### src/inc/cmpctl_defs.vh
`ifndef CMPCTL_DEFS_VH
`define CMPCTL_DEFS_VH
// ----------------------------------------------------------------------------
// Register byte offsets
// ----------------------------------------------------------------------------
`define CMPCTL_CONFIG_OFS   12'h000
`define CMPCTL_FLAG_OFS     12'h004
`define CMPCTL_ENABLE_OFS   12'h008
`define CMPCTL_INTCTL_OFS   12'h00c
// ----------------------------------------------------------------------------
// Configuration register fields
// ----------------------------------------------------------------------------
`define CMPCTL_MODE_LSB     0
`define CMPCTL_MODE_MSB     2
`define CMPCTL_SWITCH_BIT   3
`define CMPCTL_INVERT_BIT   4
`define CMPCTL_RESULT_BIT   6
`define CMPCTL_CONFIG_RST   8'h00
// Flag, enable and interrupt control bit positions
`define CMPCTL_FLAG_BIT     3
`define CMPCTL_CHGIE_BIT    3
`define CMPCTL_PERIPHERAL_IRQ_ENABLE_BIT     6
`define CMPCTL_GIE_BIT      7
// ----------------------------------------------------------------------------
// Mode codes
// ----------------------------------------------------------------------------
`define CMPCTL_MODE_RESET   3'h0
`define CMPCTL_MODE_OUT     3'h1
`define CMPCTL_MODE_NOOUT   3'h2
`define CMPCTL_MODE_REFOUT  3'h3
`define CMPCTL_MODE_REF     3'h4
`define CMPCTL_MODE_MUXOUT  3'h5
`define CMPCTL_MODE_MUX     3'h6
`define CMPCTL_MODE_OFF     3'h7
// Last clock phase index: four system clocks per instruction cycle
`define CMPCTL_PHASES       2'h3
`endif

### src/hdl/cmpctl_top.v
// How it works
// Raw result high when plus input exceeds minus
// Eight modes by three-bit field, reset 000
// Mode 111 turns comparator off, pins I/O
// Analog pins: input buffer off, read 0
// Output mode pin overrides port function
// Result always readable in config register
// Result drives pin in modes 001,011,101
// Software sets pin direction output first
// Invert bit flips status and pin
// Off modes read 0, or 1 inverted
// Modes 101,110 switch selects minus pin
// Reference latch captures result on config read
// Sample latch each phase one; compare
// Mismatch keeps change flag set
// Config write also ends mismatch
// Flag cleared writing 0; 1 sets it
// Irq needs three enables; flag still sets
// Clear ineffective while mismatch persists
// Change during read may miss flag
// Software disables irq while changing mode
// Software waits 1 us, then clears flags
// Reset returns config to mode 000
// Wake needs change enable and peripheral enable
// Raw result synchronised before sampling latch
`timescale 1ns/10ps
`include "cmpctl_defs.vh"

module cmpctl_top (
  input  wire        pclk,
  input  wire        presetn,
  input  wire        psel,
  input  wire        penable,
  input  wire        pwrite,
  input  wire [11:0] paddr,
  input  wire [31:0] pwdata,
  output reg  [31:0] prdata,
  output wire        pready,
  output wire        pslverr,
  input  wire        cmp_raw_result,
  output wire        cmp_enable,
  output wire        inverting_input_pin_sel,
  output wire        internal_voltage_reference_sel,
  output wire        inverting_input_pin_analog,
  output wire        noninverting_input_pin_analog,
  input  wire        port_out_data,
  input  wire        port_pin_direction_bit,
  output wire        result_pin_out,
  output wire        result_pin_oe,
  output wire        result_pin_override,
  input  wire [2:0]  port_pin_in,
  output wire [2:0]  port_pin_read,
  output wire        irq,
  output wire        wake
);

  // --------------------------------------------------------------------------
  // Registers and state
  // --------------------------------------------------------------------------
  reg  [2:0] mode_reg;
  reg        input_switch_select_reg;
  reg        output_invert_reg;
  reg        flag_reg;
  reg        chg_ie_reg;
  reg        peripheral_irq_enable_reg;
  reg        gie_reg;
  reg        sync1_reg;
  reg        sync2_reg;
  reg        ref_latch_reg;
  reg        sample_latch_reg;
  reg        mismatch_prev_reg;
  reg  [1:0] phase_reg;
  reg  [2:0] pin_sync1_reg;
  reg  [2:0] pin_sync2_reg;

  wire       comp_on;
  wire       comparator_result;
  wire       mismatch;
  wire       wr_acc;
  wire       rd_acc;
  wire       cfg_sel;
  wire       flg_sel;
  wire       en_sel;
  wire       ic_sel;
  wire       phase_one;
  wire       flag_set_evt;
  reg  [2:0] analog_mask;

  // --------------------------------------------------------------------------
  // Bus decode
  // --------------------------------------------------------------------------
  // Zero wait states; unmapped offsets read zero and report an error
  assign pready  = 1'b1;
  assign wr_acc  = psel & penable & pwrite;
  assign rd_acc  = psel & penable & ~pwrite;
  assign cfg_sel = (paddr == `CMPCTL_CONFIG_OFS);
  assign flg_sel = (paddr == `CMPCTL_FLAG_OFS);
  assign en_sel  = (paddr == `CMPCTL_ENABLE_OFS);
  assign ic_sel  = (paddr == `CMPCTL_INTCTL_OFS);
  assign pslverr = psel & penable & ~(cfg_sel | flg_sel | en_sel | ic_sel);

  // --------------------------------------------------------------------------
  // Mode decode
  // --------------------------------------------------------------------------
  // Comparator powered except in reset and off modes
  assign comp_on = (mode_reg != `CMPCTL_MODE_RESET) && (mode_reg != `CMPCTL_MODE_OFF);
  assign cmp_enable = comp_on;
  // Switch only matters in the multiplexed modes; elsewhere the first pin feeds
  assign inverting_input_pin_sel = ((mode_reg == `CMPCTL_MODE_MUXOUT) ||
                                    (mode_reg == `CMPCTL_MODE_MUX)) & input_switch_select_reg;
  assign internal_voltage_reference_sel = (mode_reg == `CMPCTL_MODE_REFOUT) ||
                                          (mode_reg == `CMPCTL_MODE_REF) ||
                                          (mode_reg == `CMPCTL_MODE_MUXOUT) ||
                                          (mode_reg == `CMPCTL_MODE_MUX);

  // Per-pin analog assignment: bit0 minus pin, bit1 plus pin, bit2 result pin
  always @* begin
    case (mode_reg)
      `CMPCTL_MODE_RESET:  analog_mask = 3'h3;
      `CMPCTL_MODE_OUT:    analog_mask = 3'h3;
      `CMPCTL_MODE_NOOUT:  analog_mask = 3'h3;
      `CMPCTL_MODE_REFOUT: analog_mask = 3'h1;
      `CMPCTL_MODE_REF:    analog_mask = 3'h1;
      `CMPCTL_MODE_MUXOUT: analog_mask = 3'h3;
      `CMPCTL_MODE_MUX:    analog_mask = 3'h3;
      `CMPCTL_MODE_OFF:    analog_mask = 3'h0;
      default:             analog_mask = 3'h0;
    endcase
  end
  assign inverting_input_pin_analog    = analog_mask[0];
  assign noninverting_input_pin_analog = analog_mask[1];

  // --------------------------------------------------------------------------
  // Result path
  // --------------------------------------------------------------------------
  // Analog result is asynchronous; two flops before any logic looks at it
  always @(posedge pclk or negedge presetn) begin
    if (!presetn) begin
      sync1_reg <= 1'b0;
      sync2_reg <= 1'b0;
    end else begin
      sync1_reg <= cmp_raw_result;
      sync2_reg <= sync1_reg;
    end
  end

  // Off modes force zero before inversion, so off reads the invert bit
  assign comparator_result = (sync2_reg & comp_on) ^ output_invert_reg;

  // Result pin overrides port only in the output modes
  assign result_pin_override = (mode_reg == `CMPCTL_MODE_OUT) ||
                               (mode_reg == `CMPCTL_MODE_REFOUT) ||
                               (mode_reg == `CMPCTL_MODE_MUXOUT);
  // Direction bit still gates the driver; software must make it an output
  assign result_pin_oe  = ~port_pin_direction_bit;
  assign result_pin_out = result_pin_override ? comparator_result : port_out_data;

  // Pin inputs synchronised; analog pins read zero
  always @(posedge pclk or negedge presetn) begin
    if (!presetn) begin
      pin_sync1_reg <= 3'h0;
      pin_sync2_reg <= 3'h0;
    end else begin
      pin_sync1_reg <= port_pin_in;
      pin_sync2_reg <= pin_sync1_reg;
    end
  end
  assign port_pin_read = pin_sync2_reg & ~analog_mask;

  // --------------------------------------------------------------------------
  // Clock phase divider
  // --------------------------------------------------------------------------
  // Phase one pulses once every four clocks, as the instruction cycle does
  always @(posedge pclk or negedge presetn) begin
    if (!presetn) begin
      phase_reg <= 2'h0;
    end else begin
      phase_reg <= phase_reg + 2'h1;
    end
  end
  assign phase_one = (phase_reg == 2'h0);

  // --------------------------------------------------------------------------
  // Mismatch latches
  // --------------------------------------------------------------------------
  // Reference latch updates on any config access, write included
  always @(posedge pclk or negedge presetn) begin
    if (!presetn) begin
      ref_latch_reg    <= 1'b0;
      sample_latch_reg <= 1'b0;
    end else begin
      if ((rd_acc | wr_acc) & cfg_sel) begin
        ref_latch_reg <= comparator_result;
      end
      if (phase_one) begin
        sample_latch_reg <= comparator_result;
      end
    end
  end

  // A change landing in the access cycle is absorbed by the reference latch
  assign mismatch = sample_latch_reg ^ ref_latch_reg;

  // --------------------------------------------------------------------------
  // Change flag
  // --------------------------------------------------------------------------
  always @(posedge pclk or negedge presetn) begin
    if (!presetn) begin
      mismatch_prev_reg <= 1'b0;
    end else begin
      mismatch_prev_reg <= mismatch;
    end
  end
  assign flag_set_evt = mismatch & ~mismatch_prev_reg;

  // Set beats clear; a standing mismatch reasserts the flag every cycle
  always @(posedge pclk or negedge presetn) begin
    if (!presetn) begin
      flag_reg <= 1'b0;
    end else if (flag_set_evt | mismatch) begin
      flag_reg <= 1'b1;
    end else if (wr_acc & flg_sel) begin
      flag_reg <= pwdata[`CMPCTL_FLAG_BIT];
    end
  end

  // --------------------------------------------------------------------------
  // Configuration and enable registers
  // --------------------------------------------------------------------------
  always @(posedge pclk or negedge presetn) begin
    if (!presetn) begin
      mode_reg                <= `CMPCTL_MODE_RESET;
      input_switch_select_reg <= 1'b0;
      output_invert_reg       <= 1'b0;
      chg_ie_reg              <= 1'b0;
      peripheral_irq_enable_reg                <= 1'b0;
      gie_reg                 <= 1'b0;
    end else begin
      if (wr_acc & cfg_sel) begin
        mode_reg                <= pwdata[`CMPCTL_MODE_MSB:`CMPCTL_MODE_LSB];
        input_switch_select_reg <= pwdata[`CMPCTL_SWITCH_BIT];
        output_invert_reg       <= pwdata[`CMPCTL_INVERT_BIT];
      end
      if (wr_acc & en_sel) begin
        chg_ie_reg <= pwdata[`CMPCTL_CHGIE_BIT];
      end
      if (wr_acc & ic_sel) begin
        peripheral_irq_enable_reg <= pwdata[`CMPCTL_PERIPHERAL_IRQ_ENABLE_BIT];
        gie_reg  <= pwdata[`CMPCTL_GIE_BIT];
      end
    end
  end

  // --------------------------------------------------------------------------
  // Interrupt and wake
  // --------------------------------------------------------------------------
  assign irq  = flag_reg & chg_ie_reg & peripheral_irq_enable_reg & gie_reg;
  assign wake = flag_reg & chg_ie_reg & peripheral_irq_enable_reg;

  // --------------------------------------------------------------------------
  // Read data
  // --------------------------------------------------------------------------
  // Read data registered at the access edge would lag; drive combinationally
  always @* begin
    prdata = 32'h0000_0000;
    if (cfg_sel) begin
      prdata[`CMPCTL_MODE_MSB:`CMPCTL_MODE_LSB] = mode_reg;
      prdata[`CMPCTL_SWITCH_BIT] = input_switch_select_reg;
      prdata[`CMPCTL_INVERT_BIT] = output_invert_reg;
      prdata[`CMPCTL_RESULT_BIT] = comparator_result;
    end else if (flg_sel) begin
      prdata[`CMPCTL_FLAG_BIT] = flag_reg;
    end else if (en_sel) begin
      prdata[`CMPCTL_CHGIE_BIT] = chg_ie_reg;
    end else if (ic_sel) begin
      prdata[`CMPCTL_PERIPHERAL_IRQ_ENABLE_BIT] = peripheral_irq_enable_reg;
      prdata[`CMPCTL_GIE_BIT]  = gie_reg;
    end
  end

endmodule // cmpctl_top

### config.mk
export PLATFORM = sky130hd
export DESIGN_NAME = cmpctl_top
export DESIGN_NICKNAME = d
export VERILOG_FILES = /design/src/hdl/cmpctl_top.v
export VERILOG_INCLUDE_DIRS = /design/src /design/src/inc
export SDC_FILE = /design/constraint.sdc
export NUM_CORES = 1
export LEC_CHECK = 0
export BUFFER_PORTS_ARGS = -buffer_cell sky130_fd_sc_hd__buf_2
export CAP_MARGIN = 20
export CORE_UTILIZATION = 36
export DETAILED_ROUTE_END_ITERATION = 10
export PLACE_DENSITY = 0.76
export SLEW_MARGIN = 20
export SYNTH_ARGS = -nofsm -noshare
export SYNTH_HDL_FRONTEND = slang
export SYNTH_SLANG_ARGS = --single-unit
### constraint.sdc
create_clock -name pclk -period 2 [get_ports pclk]
set_clock_uncertainty 0.15 [all_clocks]
set_input_delay 0.6 -clock pclk [delete_from_list [all_inputs] [get_ports pclk]]
set_output_delay 0.6 -clock pclk [all_outputs]
set_load 0.03 [all_outputs]
[Word level (Yosys, flattened, before mapping)]
Memory sizes are Yosys's and may differ from the RTL's.
Cells that the tools add are included.
Operators by class
  add/sub/neg operators: 1
  equality and inequality tests: 9
  mux-type cells: 13
  bitwise gates (word level): 28
  reductions and logical operators: 11
Operators by type and width (count)
  12-bit by 4-bit == test with 1-bit output, second input constant: 2
  1-bit AND: 15
  12-bit by 3-bit == test with 1-bit output, second input constant: 1
  12-bit logical NOT: 1
  3-bit == test, second input constant: 3
  1-bit 2-to-1 mux: 9
  1-bit logical OR: 6
  2-bit 2-to-1 mux: 3
  1-bit bitwise OR: 5
  1-bit NOT: 4
  3-bit AND: 1
  3-bit by 1-bit == test with 1-bit output, second input constant: 1
  3-bit by 2-bit == test with 1-bit output, second input constant: 1
  3-bit 2-to-1 mux: 1
  3-bit inequality test, second input constant: 1
  3-bit NOT: 1
  3-bit nonzero test: 1
  2-bit by 1-bit adder with 2-bit output, second input constant: 1
  2-bit logical NOT: 1
  2-bit nonzero test: 1
  1-bit XOR: 2
  1-bit logical AND: 1
Word-level totals
  bits in registers: 22
  ROM bits: 16
  input bits: 55
  output and inout bits: 47
  word-level logic and storage cells: 78
  memories kept: 1
Memories
  (name not given): depth 8, bits a word 2, read ports 1, clocked after memory_dff 0, write ports 0, RTL line cmpctl_top.v:118  | case (mode_reg)

[Logic depth before layout (Yosys ltp)]
Gate-level depths: netlist of the first run.
  depth after elaboration: 6
  depth in mapped cells: 6

[Worst setup path after synthesis of the first run]
OpenSTA, ideal clock, no wires.
  path kind: register -> output
  start: reg mode_reg[0]
  end: out prdata[6]
  data arrival time: 2.399 ns
  setup slack: -1.149 ns
  cell stages (with the launch flop): 7
  path buffers: 0
  cell sequence: dfrtp_1 inv_1 ha_1 mux2i_1 nand2_1 or4_1 a31oi_1
Between the ends
  longest elaborated chain between the ends: 5
  elaborated cells on any way between the ends: 6
  those cells by class: eq/ne: 1; mux: 1; bitwise: 2; reduce/logical: 2
Ends and longest elaborated chain
  from (decl): RTL line cmpctl_top.v:60  | reg [2:0] mode_reg;
  from (signal assigned): RTL line cmpctl_top.v:232  | mode_reg <= `CMPCTL_MODE_RESET;
  from (signal assigned): RTL line cmpctl_top.v:240  | mode_reg <= pwdata[`CMPCTL_MODE_MSB:`CMPCTL_MODE_LSB];
  3-bit inequality test (no source line) / 3-bit nonzero test (equally long branches)
  1-bit logical AND (*): RTL line cmpctl_top.v:106  | assign comp_on = (mode_reg != `CMPCTL_MODE_RESET) && (mode_reg != `CMPCTL_MODE_OFF);
  via cmp_enable: RTL line cmpctl_top.v:41  | output wire cmp_enable,
  1-bit AND (*): RTL line cmpctl_top.v:148  | assign comparator_result = (sync2_reg & comp_on) ^ output_invert_reg;
  1-bit XOR (*): RTL line cmpctl_top.v:148
  1-bit 2-to-1 mux (*): RTL line cmpctl_top.v:266  | if (cfg_sel) begin
  to (decl): RTL line cmpctl_top.v:37  | output reg [31:0] prdata,
Mark *: on every way through the listed nets, which the timed path passes. The rest lies on a longest branch.

[Worst setup path in the final report of the first run]
  start: reg mode_reg[1]
  end: out prdata[6]
Between the ends
  longest elaborated chain between the ends: 5
  elaborated cells on any way between the ends: 6
  those cells by class: eq/ne: 1; mux: 1; bitwise: 2; reduce/logical: 2
Ends and longest elaborated chain (RTL line)
  3-bit inequality test (no source line) / 3-bit nonzero test (equally long branches)
  1-bit logical AND (*): cmpctl_top.v:106
  1-bit AND (*): cmpctl_top.v:148
  1-bit XOR (*): cmpctl_top.v:148
  1-bit 2-to-1 mux (*): cmpctl_top.v:266
Mark *: on every way between the ends. The rest lies on a longest branch, timed or not.

==> flow_summary.toml, run 1 <==
[status]
status = "complete, but fails checks"
violations = "negative setup slack"

[final_layout]
antennaDiodeCount = 0
multi_input_area_sq_um = 923
area_growth_syn_to_layout_pct = 73.4
fillers = 248
register_area_sq_um = 526
nets = 271
drive_above_1_share = 0.636

[cts]
cts_buffer_depth = 2
htree_levels = 1
clk_pin_slew_ns = 0.07
clock-root-buffer = "clkbuf_8"
cts_tree = "yes"
clk_latency_ns = 0.26
cts_made_buffers = 3
cts_hold_buf = 0
clock-sinks = 21

[hold_path]
hp-class = "primary input to asynchronous set/reset pin"

[synthesis]
yosysTopAreaCellShare = 0.394
synth_cell_types = 30
synth_edf_count = 0
yosysSeqAreaShare = 0.394
ys_warn_count = 0
synth_commonest_cells = "buf_4, dfrtp_1, mux2_2, nor2_1, inv_1"
synthesis.area_per_instance_sq_um = 10.7
syn-cell-area_sq_um = 1330
synth_cells = 125
async_flop_share = 1.00
synth_ff_type = "dfrtp_1"
yosysMostFrequentCell = "buf_4"
ys_ff_latch = 21
synth_top_area_cell = "dfrtp_1"
synthTopCellsByArea = "dfrtp_1, buf_4, mux2_2, ha_1, nor4_4"

[setup_path]
critPathLaunchType = "flop"
critPathMaxFanout = 4
cp-end-kind = "output pin"
reg2reg_slack_ns = 0.14
critical_path_class = "flop to output pin"
required_ns = 1.25
critPathArrivalTime_ns = 1.88

[timing]
setup_viol = 27
post-route-min-period_ns = 2.63
fin_crit_sh = 1.31
tns_ns = -8.83
grt_setup_unrepaired = "yes"
hold_viol_final = 0
clock.fmax_mhz = 380
maxSlewViolCount = 0
setup_ws_ns = -0.630

[power_and_ir_drop]
p_per_area_nw_per_um2 = 382
p_int_mw = 0.624
leakage_nw = 1.15
ir_drop_mv = 0.390
comb_power_share = 0.204
swShare = 0.294
seq_power_share = 0.493
p_switching_mw = 0.259
power_mw = 0.883
clock_power_share = 0.303

[drt]
drt_iter0_drc = 10
route.vias.total = 1131
ant_nets = 0
wirelength_microns = 3210
drc = 0
vias_per_cell = 4.44
detail_route.first_pass.iterations = 2
wl_per_cell_microns = 12.6

[floorplan]
num_rows = 21
io-pin-count = 102
fp.dieH_microns = 62.9
die_area_sq_um = 3950
coreArea_sq_um = 3440
die_w_microns = 62.9
initial_core_util = 0.387

[place]
port_buffers = 50
gp_congestion = 0.730
dp_hpwl_microns = 2250

[global_route]
first_global_vias = 1041
grt_max_degree = 22
grt_pass1_wl_microns = 4800
track_usage = 0.155
antenna_found_initial = 0
grt.overflow.total = 0

[run]
maxCapViolCount = 0
-- stage by stage --
step	area (sq um)	hold slack [ns]	worst slack [ns]	std cells	util
floorplan	1620	0.154	-0.493	149	-
global placement	1890	0.182	-0.493	239	0.550
detailed placement	1890	0.189	-0.525	239	0.550
CTS	2220	0.145	-0.619	250	0.646
global route	2310	0.166	-0.698	255	0.672
finish	2310	0.132	-0.630	255	0.672
-- path summary, 6_finish.rpt --
check | start | end | cells past startpoint
min | presetn | output_invert_reg | 1
max in group asynchronous | presetn | phase_reg[1] | 1
max reg2reg | mode_reg[1] | sample_latch_reg | 8
min reg2reg | sync1_reg | sync2_reg | 0
max | mode_reg[1] | prdata[6] | 7
min in group pclk | sync1_reg | sync2_reg | 0
-- critical path, cell delays in order, from the launching register on --
cell and delay [ns]:
dfrtp_1 0.41, inv_2 0.08, ha_4 0.17, mux2i_4 0.16, nand2_2 0.08, or4_4 0.43, a31oi_4 0.14, buf_6 0.15
-- power groups by stage --
| stage | registers (mW) | clock network [mW] | logic [mW] |
|---|---|---|---|
| 4_1_cts | 0.435 | 0.277 | 0.173 |
| 5_1_grt | 0.436 | 0.296 | 0.191 |
| 3_5_place_dp | 0.444 | 0 | 0.164 |
| 6_report | 0.435 | 0.268 | 0.180 |
| 2_1_floorplan | 0.443 | 0 | 0.143 |
| 3_3_place_gp | 0.443 | 0 | 0.162 |
-- cell type report --
class | instances | share of cell area
well taps | 46 | 0.0249
clock inverters | 1 | 0.00216
repair buffers | 87 | 0.317
clock buffers | 3 | 0.0179
flip-flops and latches | 21 | 0.227
inverters | 7 | 0.0114
multi-input cells | 90 | 0.399
-- repair_timing --
item                       4_1_cts  5_1_grt
resized for setup               59       15
setup endpoints to repair       26       27
pin swaps                        7        9
setup buffers                    8        8
-- kinds of logic after synthesis --
family | after synthesis | synth area share
other | 2 | 0.00563
flip-flops | 21 | 0.394
adder cells (fa/ha/maj) | 6 | 0.0563
AND/OR/NAND/NOR | 35 | 0.189
buffers and inverters | 38 | 0.191
XOR/XNOR | 2 | 0.0131
AO/OA/AOI/OAI | 7 | 0.0347
multiplexers | 14 | 0.115
-- metal layers --
layer,GRT usage,up-vias,wire (microns)
met4,0.0727,0,104
met5,0,-,0
met1,0.189,528,1330
li1,-,541,-
met2,0.266,52,1650
met3,0.0219,10,132
-- cell usage in the layout, fill, tap and decap left out, types with 2 or more instances in the layout --
master and n:
inv_1 5, buf_6 32, buf_4 23, ha_1 2, buf_2 29, inv_2 2, nor4b_4 2, nand2_2 2
clkbuf_8 3, nor4_4 8, mux2_4 10, ha_4 3, a31oi_4 2, nand3_1 4, nand2_1 2, nor2_1 6
mux2i_1 2, conb_1 26, dfrtp_1 21, nor2_4 3, buf_12 2
No activity file was read; power rests on OpenSTA's default activity.
==> run 2, diff against run 1 <==
--- a/config.mk
+++ b/config.mk
@@ -8,9 +8,10 @@
 export LEC_CHECK = 0
 export BUFFER_PORTS_ARGS = -buffer_cell sky130_fd_sc_hd__buf_2
 export CAP_MARGIN = 20
+export CORE_ASPECT_RATIO = 0.75
 export CORE_UTILIZATION = 36
 export DETAILED_ROUTE_END_ITERATION = 10
-export PLACE_DENSITY = 0.76
+export PLACE_DENSITY = 0.73
 export SLEW_MARGIN = 20
 export SYNTH_ARGS = -nofsm -noshare
 export SYNTH_HDL_FRONTEND = slang
==> run 2 against run 1 <==
Net effect:
- sequential share of layout area barely moved
- flip-flop and latch count did not move
- the run still ends with negative setup slack left
- clock power fell by 2%
- power fell by 0.55%
- sequential power barely moved
- die area barely moved
- non-clock buffer count rose by 1
- routed wire length rose by 7.6%
- core utilization rose by 1.0 points
- largest power group unchanged
- first-iteration DRC count rose to 3.1 times the previous value
==> flow_summary.toml, run 2 (synthesis gave the netlist of run 1 again) <==
[status]
status = "complete, but fails checks"
violations = "negative setup slack"

[timing]
post-route-min-period_ns = 2.65
setup_viol = 27
maxSlewViolCount = 0
grt_setup_unrepaired = "yes"
tns_ns = -7.51
fin_crit_sh = 1.32
holdWs_ns = 0.141
setup_ws_ns = -0.645
hold_viol_final = 0
clock.fmax_mhz = 378

[place]
gp_congestion = 0.720
dp_hpwl_microns = 2320
port_buffers = 50

[setup_path]
critPathMaxFanout = 4
cpMaxStageDelayCell = "or4_4"
path_cells = "inv_2, ha_4, mux2i_4, nand2_2, or4_4, a31oi_4, buf_6"
critPathLaunchType = "flop"
critical-path-top-delay-family = "simple AND/OR/NAND/NOR gates"
required_ns = 1.25
worst-path-buf-inv = 2
cp-end-kind = "output pin"
critical_path_class = "flop to output pin"
worst_path_largest_cell_delay_ns = 0.44
critPathArrivalTime_ns = 1.90

[floorplan]
initial_core_util = 0.392
die_area_sq_um = 3960
num_rows = 18
die_w_microns = 72.3
coreArea_sq_um = 3400
fp.dieH_microns = 54.7
io-pin-count = 102

[run]
maxCapViolCount = 0

[cts]
htree_levels = 1
clock-root-buffer = "clkbuf_8"
cts_hold_buf = 0
cts_buffer_depth = 2
cts_tree = "yes"
clk_latency_ns = 0.25
clk_pin_slew_ns = 0.07
clock-sinks = 21
cts_made_buffers = 3

[drt]
vias_per_cell = 4.42
drc = 0
wirelength_microns = 3460
detail_route.first_pass.iterations = 4
wl_per_cell_microns = 13.3
drt_iter0_drc = 31
ant_nets = 0
route.vias.total = 1149

[power_and_ir_drop]
leakage_nw = 1.14
ir_drop_mv = 0.353
p_per_area_nw_per_um2 = 379

[hold_path]
hp-class = "primary input to asynchronous set/reset pin"

[global_route]
first_global_vias = 1088
grt_pass1_wl_microns = 5230
track_usage = 0.182
grt_max_degree = 22
grt.overflow.total = 0
antenna_found_initial = 0

[final_layout]
drive_above_1_share = 0.652
multi_input_area_sq_um = 926
post-route-util = 0.682
layout_common_cells = "buf_2, buf_4, buf_6"
register_area_sq_um = 528
antennaDiodeCount = 0
fillers = 234
mostFrequentLayoutCell = "buf_2"
nets = 272
area_growth_syn_to_layout_pct = 73.9
run 2: changes by cell type in the layout (fill, tap and decap cells not counted), sizes merged:
cell,previous run,this run
clkinv,1,0
clkbuf,3,4
buf,87,88
run 2: what timing repair did:
action / CTS / global route
gates resized for setup: 61 / 11
pin swaps: 17 / 2
setup buffers: 11 / 2
endpoints found under the setup margin: 26 / 27
run 2: metrics by stage:
stage	total power [mW]	area [sq um]	std cells	worst slack, ns
finish	0.879	2320	260	-0.645
global route	0.925	2320	260	-0.713
CTS	0.885	2260	258	-0.642
detailed placement	0.609	1910	245	-0.498
global placement	0.607	1910	245	-0.499
floorplan	0.586	1620	149	-0.493
run 2: cell type report:
class,instances,share of cell area
clock buffers,4,0.0194
inverters,7,0.0124
multi-input cells,90,0.399
flip-flops and latches,21,0.228
well taps,50,0.0270
repair buffers,88,0.314
run 2: routing by layer:
metal / vias up / part of all wire / wire length [microns] / global-route usage
li1: 543 / - / - / -
met1: 551 / 0.41 / 1430 / 0.227
met2: 51 / 0.53 / 1820 / 0.326
met3: 4 / 0.049 / 168 / 0.0368
met4: 0 / 0.011 / 38 / 0.0523
met5: - / 0 / 0 / 0
run 2: path summary, 6_finish.rpt:
kind	startpoint	endpoint	slack [ns]	depth (start not counted)
setup reg to reg	mode_reg[0]	sample_latch_reg	0.17	8
hold / removal	presetn	ref_latch_reg	0.14	1
max in group asynchronous	presetn	mode_reg[0]	1.21	1
setup / recovery	mode_reg[0]	prdata[6]	-0.65	7
min in group pclk	pin_sync1_reg[1]	pin_sync2_reg[1]	0.20	0
hold reg to reg	pin_sync1_reg[1]	pin_sync2_reg[1]	0.20	0
run 2: worst register-to-register path: stages, from the launching register on:
cell and delay, ns:
dfrtp_2 0.42, inv_2 0.07, ha_4 0.17, mux2i_4 0.16, nand2_2 0.08, buf_4 0.15
xnor2_2 0.13, buf_4 0.14, mux2_2 0.25
run 2: power breakdown:
part / leakage (nW) / switching, mW / internal, mW / total [mW]
sequential: 0.262 / 0.00261 / 0.433 / 0.436
clock: 0.0228 / 0.122 / 0.141 / 0.263
combinational: 0.859 / 0.127 / 0.0533 / 0.180
total: 1.14 / 0.251 / 0.628 / 0.879
